## config.mk

```make
export PLATFORM = sky130hd
export DESIGN_NAME = bcs_status_encoder
export DESIGN_NICKNAME = d
export VERILOG_FILES = /design/src/core/bcs_status_encoder.v
export VERILOG_INCLUDE_DIRS = /design/src /design/src/common
export SDC_FILE = /design/constraint.sdc
export NUM_CORES = 1
export LEC_CHECK = 0
export BUFFER_PORTS_ARGS = -buffer_cell sky130_fd_sc_hd__buf_4
export CORE_UTILIZATION = 49
export DETAILED_ROUTE_END_ITERATION = 8
export GPL_TIMING_DRIVEN = 0
export PLACE_DENSITY = 0.75
export SLEW_MARGIN = 5
export SYNTH_ARGS = -nofsm -noshare
export SYNTH_HDL_FRONTEND = slang
export SYNTH_SLANG_ARGS = --single-unit
```

## constraint.sdc

```tcl
create_clock -name core_clk -period 1.91 [get_ports core_clk]
set_input_delay 0.0955 -clock core_clk [delete_from_list [all_inputs] [get_ports core_clk]]
set_output_delay 0.0955 -clock core_clk [all_outputs]
set_load 0.02 [all_outputs]
```

## src/common/bcs_consts.vh

```
`ifndef BCS_CONSTS_VH
`define BCS_CONSTS_VH

// ----------------------------------------
// Cycle status codes, high bit first
// ----------------------------------------
`define BCS_ST_INTA    3'h0
`define BCS_ST_IO_RD   3'h1
`define BCS_ST_IO_WR   3'h2
`define BCS_ST_HALT    3'h3
`define BCS_ST_FETCH   3'h4
`define BCS_ST_MEM_RD  3'h5
`define BCS_ST_MEM_WR  3'h6
`define BCS_ST_PASSIVE 3'h7

// ----------------------------------------
// Field widths and pin levels
// ----------------------------------------
`define BCS_STATUS_W   3
`define BCS_STATE_W    4
`define BCS_RQ_ACTIVE  1'h0
`define BCS_RQ_IDLE    1'h1

`endif

```

## src/core/bcs_status_encoder.v

```verilog
// Operation
// - Drive the active cycle code during T4, T1 and T2 of every cycle.
// - Status goes passive 111 in T3, or in the clock after a wait state that sees ready high.
// - 000 irq ack, 001/010 io rd/wr, 011 halt, 100 fetch, 101/110 mem rd/wr, 111 passive.
// - Status lines float for the whole of hold acknowledge.
// - First clock of reset drives all three status lines high.
// - After that first reset clock the status lines float.
// - Request pulse gets a one-clock grant after T3, the clock after a wait, or idle, then hold.
`timescale 1ns/1ps
`default_nettype none
`include "bcs_consts.vh"

module bcs_status_encoder (
	// Clock and reset
	input  wire                       core_clk,
	input  wire                       srst,
	// Cycle request from the execution side
	input  wire                       cycle_valid,
	input  wire [`BCS_STATUS_W-1:0]   cycle_kind,
	output reg                        cycle_taken,
	output reg                        cycle_end,
	// Ready from the addressed slave
	input  wire                       ready,
	// Cycle status pins
	output reg  [`BCS_STATUS_W-1:0]   cycle_status_lines,
	output reg                        cycle_status_oe,
	// Request/grant pin, active low pulses
	input  wire                       bus_request_grant_line_in,
	output reg                        bus_request_grant_line_out,
	output reg                        bus_request_grant_line_oe,
	// Observation
	output reg                        hold_active,
	output reg  [`BCS_STATE_W-1:0]    bus_state
);

	// ----------------------------------------
	// Bus states
	// ----------------------------------------
	localparam [3:0] S_IDLE  = 4'h0;
	localparam [3:0] S_T4    = 4'h1;
	localparam [3:0] S_T1    = 4'h2;
	localparam [3:0] S_T2    = 4'h3;
	localparam [3:0] S_T3    = 4'h4;
	localparam [3:0] S_TW    = 4'h5;
	localparam [3:0] S_TWL   = 4'h6;
	localparam [3:0] S_GRANT = 4'h7;
	localparam [3:0] S_HOLD  = 4'h8;

	// ----------------------------------------
	// State and next values
	// ----------------------------------------
	reg  [3:0]               state;
	reg  [3:0]               next_state;
	reg  [`BCS_STATUS_W-1:0] kind;
	reg  [`BCS_STATUS_W-1:0] next_kind;
	reg  [`BCS_STATUS_W-1:0] next_status;
	reg                      next_status_oe;
	reg                      next_grant;
	reg                      next_taken;
	reg                      next_end;
	reg                      hold_pend;
	reg                      next_hold_pend;
	reg                      rst_seen;
	wire                     rq_seen;
	wire                     cycle_ok;

	// ----------------------------------------
	// Pin decode
	// ----------------------------------------
	// Our own grant pulse must not count as a request
	assign rq_seen  = (bus_request_grant_line_in == `BCS_RQ_ACTIVE) &&
	                  !bus_request_grant_line_oe;
	// A passive code is no cycle at all
	assign cycle_ok = cycle_valid && (cycle_kind != `BCS_ST_PASSIVE);

	// ----------------------------------------
	// Next-state logic
	// ----------------------------------------
	always @* begin
		next_state     = state;
		next_kind      = kind;
		// Passive by default, so unlisted paths stay safe
		next_status    = `BCS_ST_PASSIVE;
		next_status_oe = 1'h1;
		next_grant     = 1'h0;
		next_taken     = 1'h0;
		next_end       = 1'h0;
		next_hold_pend = hold_pend;
		// Pending request, clear wins over set
		if (rq_seen && (state != S_HOLD)) begin
			next_hold_pend = 1'h1;
		end
		case (state)
			S_IDLE: begin
				if (hold_pend || rq_seen) begin
					next_state     = S_GRANT;
					next_grant     = 1'h1;
					next_hold_pend = 1'h0;
				end else if (cycle_ok) begin
					next_state  = S_T4;
					next_kind   = cycle_kind;
					next_status = cycle_kind;
					next_taken  = 1'h1;
				end
			end
			S_T4: begin
				next_state  = S_T1;
				next_status = kind;
			end
			S_T1: begin
				next_state  = S_T2;
				next_status = kind;
			end
			S_T2: begin
				if (ready) begin
					next_state = S_T3;
					next_end   = 1'h1;
				end else begin
					// Code stays up while waiting
					next_state  = S_TW;
					next_status = kind;
				end
			end
			S_TW: begin
				// No wait limit; a slave that never readies stalls the bus
				if (ready) begin
					next_state = S_TWL;
					next_end   = 1'h1;
				end else begin
					next_status = kind;
				end
			end
			S_T3, S_TWL: begin
				// Request beats a new cycle so masters are not starved
				if (hold_pend || rq_seen) begin
					next_state     = S_GRANT;
					next_grant     = 1'h1;
					next_hold_pend = 1'h0;
				end else if (cycle_ok) begin
					next_state  = S_T4;
					next_kind   = cycle_kind;
					next_status = cycle_kind;
					next_taken  = 1'h1;
				end else begin
					next_state = S_IDLE;
				end
			end
			S_GRANT: begin
				next_state     = S_HOLD;
				next_status_oe = 1'h0;
			end
			S_HOLD: begin
				if (rq_seen) begin
					// One idle clock before the next cycle
					next_state     = S_IDLE;
					next_hold_pend = 1'h0;
				end else begin
					next_status_oe = 1'h0;
				end
			end
			default: begin
				next_state = S_IDLE;
			end
		endcase
	end

	// ----------------------------------------
	// Registers
	// ----------------------------------------
	always @(posedge core_clk) begin
		if (srst) begin
			state                      <= S_IDLE;
			kind                       <= `BCS_ST_PASSIVE;
			hold_pend                  <= 1'h0;
			rst_seen                   <= 1'h1;
			cycle_status_lines         <= `BCS_ST_PASSIVE;
			// float after that
			// Unknown history at power-up falls to the drive branch
			if (rst_seen) begin
				cycle_status_oe        <= 1'h0;
			end else begin
				cycle_status_oe        <= 1'h1;
			end
			bus_request_grant_line_out <= `BCS_RQ_IDLE;
			bus_request_grant_line_oe  <= 1'h0;
			cycle_taken                <= 1'h0;
			cycle_end                  <= 1'h0;
			hold_active                <= 1'h0;
			bus_state                  <= S_IDLE;
		end else begin
			state                      <= next_state;
			kind                       <= next_kind;
			hold_pend                  <= next_hold_pend;
			rst_seen                   <= 1'h0;
			cycle_status_lines         <= next_status;
			cycle_status_oe            <= next_status_oe;
			bus_request_grant_line_out <= next_grant ? `BCS_RQ_ACTIVE : `BCS_RQ_IDLE;
			bus_request_grant_line_oe  <= next_grant;
			cycle_taken                <= next_taken;
			cycle_end                  <= next_end;
			hold_active                <= (next_state == S_HOLD);
			bus_state                  <= next_state;
		end
	end

endmodule

`default_nettype wire

```

==> flow_summary.json <==
{
  "outcome": "finished clean",
  "overflow": 0,
  "tritoncts": "built",
  "hp-class": "in -> reg",
  "synth_xor_area_share_pct": 2.291,
  "chipHeight_um": 41.50,
  "ctsRootBufferMaster": "sky130_fd_sc_hd__clkbuf_4",
  "timing.critical_path.fanout_max": 9,
  "slew_hr_pct": 64.38,
  "post_synth_and_or_nand_nor_area_fraction_pct": 24.55,
  "numCtsBuffers": 3,
  "post_synth_inst_count": 82,
  "pwr-share-seq_pct": 34.7,
  "postLayoutCoreUtil_pct": 70.86,
  "numPortBuffers": 20,
  "final.period_utilization_pct": 80.54,
  "clk_pin_slew_worst_paths_ns": 0.10,
  "die-width_um": 41.50,
  "postSynthRegisterBits": 18,
  "drt_iter0_drc": 28,
  "drcViolationCount": 0,
  "setup_repair_after_global_routing_missed_its_margin": "false",
  "whs_ns": 0.07583,
  "first_pass_iters": 4,
  "timing.critical_path.arrival_ns": 1.77,
  "yosys-mux-area-fraction_pct": 5.237,
  "top_regs": "state x4, cycle_status_lines x3, kind x3",
  "number_of_global_route_vias_before_repair": 588,
  "internal-power_uw": 925.1,
  "postSynthNetCount": 90,
  "period_minus_slack_ns": 1.538,
  "power.net_switching_uw": 582.7,
  "nature_of_the_critical_path_startpoint": "flip-flop",
  "track_usage_pct": 18.93,
  "timing_hold_violations_final": 0,
  "route.vias.total": 666,
  "n_antenna_cell": 0,
  "fin_nets": 116,
  "cts_sinks": 18,
  "fp.dieArea_um2": 1722,
  "row_count": 13,
  "drt_wl_total_um": 1596,
  "yosys.area_share.adder_pct": 1.309,
  "core_region_area_um2": 1383,
  "power.leakage_nw": 0.4150,
  "syn-mean-instance-area_um2": 9.323,
  "ctsResizeCount": 0,
  "area_growth_pct": 28.15,
  "ys_types": 28,
  "max_ffs_per_register": 4,
  "post_detailed_route_count_of_antenna_violating_nets": 0,
  "power_per_standard_cell_area_nw_per_um2": 1539,
  "wl_per_cell_um": 13.08,
  "cts.path.max_buffers": 2,
  "worst_path_class_setup": "reg -> reg",
  "data_required_time_at_the_worst_endpoint_ns": 2.14,
  "power_frac_clock_pct": 15.5,
  "grt_pass1_wl_um": 2511,
  "finalClockSkew_ns": 0.002992,
  "dp.final_hpwl_um": 1161,
  "registers.top_by_ff_count": "state",
  "sw_share_pct": 38.65,
  "vdd_drop_max_uv": 969.7,
  "htreeDepth": 1,
  "maximum_number_of_pins_on_one_net_before_global_route_repair": 11,
  "power.share.combinational_pct": 49.7,
  "synth.yosys.warnings": 0,
  "ioPinCount": 21,
  "final-max-slew-violation-count": 0,
  "finalPower_mw": 1.508,
  "insertion_delay_ns": 0.29,
  "worst_pin_slew_ns": 0.5332,
  "finalWeightedCongestion": 0.8233,
  "setup_viol": 0,
  "highest_achievable_clock_rate_mhz": 650.1,
  "antenna_violations_before_repair": 0,
  "cap_viol_max_count": 0,
  "post_route_cells_drive_above_1_share_pct": 30.84,
  "syn-cell-area_um2": 764.5,
  "dominant_combinational_cell_family_by_area_after_synthesis": "simple AND/OR/NAND/NOR gates",
  "synth-compound-area-share_pct": 14.24,
  "seq_area_frac_synth_pct": 47.14,
  "worst_setup_ep_type": "flip-flop",
  "avgViaCountPerCell": 5.459,
  "post-cts-setup-buffers": 0,
  "totalNegativeSetupSlack_ns": 0,
  "floorplan.initialDensity_pct": 55.29
}
-- logic make-up (layout without fill, tap and decap cells) --
family                     after synthesis  after routing
AOI/OAI and AO/OA                       16             16
xor gates and xnor gates                 2              2
adders and majority gates                1              1
buffers and inverters                    6             31
DFF                                     18             18
muxes                                    4              4
and+or+nand+nor                         35             35
-- placed cells by master (no fill, tap or decap), types with 2 or more instances in the layout --
master / count
sky130_fd_sc_hd__mux2i_1: 4
sky130_fd_sc_hd__buf_2: 2
sky130_fd_sc_hd__o21ai_0: 4
sky130_fd_sc_hd__clkbuf_4: 3
sky130_fd_sc_hd__xnor2_1: 2
sky130_fd_sc_hd__buf_4: 20
sky130_fd_sc_hd__inv_1: 2
sky130_fd_sc_hd__nor2_1: 12
sky130_fd_sc_hd__dfxtp_1: 18
sky130_fd_sc_hd__buf_6: 2
sky130_fd_sc_hd__nor3_1: 3
sky130_fd_sc_hd__a2111oi_0: 2
sky130_fd_sc_hd__a21oi_1: 4
sky130_fd_sc_hd__nand3_1: 4
sky130_fd_sc_hd__nand2_1: 8
-- power groups by stage --
stage / Clock, mW / Sequential (mW) / Combinational, mW
floorplan: 0 / 0.626 / 0.429
global placement: 0 / 0.526 / 0.730
global route: 0.252 / 0.533 / 0.810
CTS: 0.232 / 0.523 / 0.750
finish: 0.234 / 0.523 / 0.750
detailed placement: 0 / 0.529 / 0.743
-- timing repair --
action                     4_1_cts  5_1_grt
hold buffers                     1        0
hold endpoints to repair         1        0
setup endpoints to repair        0        0
-- metrics by stage --
step,cell area [um^2],std cells,setup WS [ns]
3_5_place_dp,933.4,117,0.3919
6_report,979.7,122,0.3717
5_1_grt,979.7,122,0.2700
3_3_place_gp,933.4,117,0.4299
2_1_floorplan,764.5,82,0.3986
4_1_cts,979.7,122,0.3647
-- worst max-delay path, cell delays in order (launching register included) --
cell and delay, ns:
sky130_fd_sc_hd__dfxtp_1 0.33, sky130_fd_sc_hd__buf_6 0.13, sky130_fd_sc_hd__nor2b_4 0.13, sky130_fd_sc_hd__or3_4 0.37
sky130_fd_sc_hd__nor3_4 0.29, sky130_fd_sc_hd__mux2i_1 0.22
-- worst paths after layout --
kind,startpoint,to,slack [ns],cells after the start
setup / recovery,state[1]$_SDFF_PP0_,kind[0]$_SDFFE_PP1P_,0.37,5
hold / removal,cycle_kind[2],cycle_status_lines[2]$_SDFF_PP1_,0.08,3
setup reg to reg,state[1]$_SDFF_PP0_,kind[0]$_SDFFE_PP1P_,0.37,5
hold reg to reg,rst_seen$_DFF_P_,cycle_status_oe$_DFF_P_,0.44,1
-- cell type report --
class                   instances  area, um^2
fillers                       110       402.9
multi-input cells              58       364.1
flip-flops and latches         18       360.3
repair buffers                 21       160.2
clock buffers                   4       36.28
plain buffers                   4       32.53
well taps                      15       18.77
inverters                       2       7.507
-- per-layer routing --
layer	GRT usage, %	up-vias	share of wire, %
li1	-	339	-
met1	23.63	290	45
met2	31.56	30	46
met3	3.043	7	6.2
met4	9.032	0	2.4
met5	0	-	0
-- synthesized netlist by cell type --
| master | count | area share [%] |
|---|---|---|
| sky130_fd_sc_hd__a2111oi_0 | 2 | 2.3 |
| sky130_fd_sc_hd__a211oi_1 | 1 | 0.98 |
| sky130_fd_sc_hd__a21oi_1 | 4 | 2.6 |
| sky130_fd_sc_hd__a32oi_1 | 1 | 1.1 |
| sky130_fd_sc_hd__buf_2 | 2 | 1.3 |
| sky130_fd_sc_hd__buf_6 | 2 | 2.9 |
| sky130_fd_sc_hd__dfxtp_1 | 18 | 47 |
| sky130_fd_sc_hd__inv_1 | 2 | 0.98 |
| sky130_fd_sc_hd__maj3_1 | 1 | 1.3 |
| sky130_fd_sc_hd__mux2i_1 | 4 | 5.2 |
| sky130_fd_sc_hd__nand2_1 | 8 | 3.9 |
| sky130_fd_sc_hd__nand3_1 | 4 | 2.6 |
| sky130_fd_sc_hd__nand4b_1 | 1 | 1.1 |
| sky130_fd_sc_hd__nor2_1 | 12 | 5.9 |
| sky130_fd_sc_hd__nor2b_1 | 1 | 0.82 |
| sky130_fd_sc_hd__nor2b_4 | 1 | 1.8 |
| sky130_fd_sc_hd__nor3_1 | 3 | 2.0 |
| sky130_fd_sc_hd__nor3_4 | 1 | 2.1 |
| sky130_fd_sc_hd__nor4_1 | 1 | 0.82 |
| sky130_fd_sc_hd__nor4b_1 | 1 | 1.1 |
| sky130_fd_sc_hd__o21ai_0 | 4 | 2.6 |
| sky130_fd_sc_hd__o21ba_2 | 1 | 1.3 |
| sky130_fd_sc_hd__o21bai_1 | 1 | 0.98 |
| sky130_fd_sc_hd__o22a_1 | 1 | 1.1 |
| sky130_fd_sc_hd__o32ai_1 | 1 | 1.1 |
| sky130_fd_sc_hd__or2_2 | 1 | 0.82 |
| sky130_fd_sc_hd__or3_4 | 1 | 1.5 |
| sky130_fd_sc_hd__xnor2_1 | 2 | 2.3 |
Power figures use the tool's default switching activity.
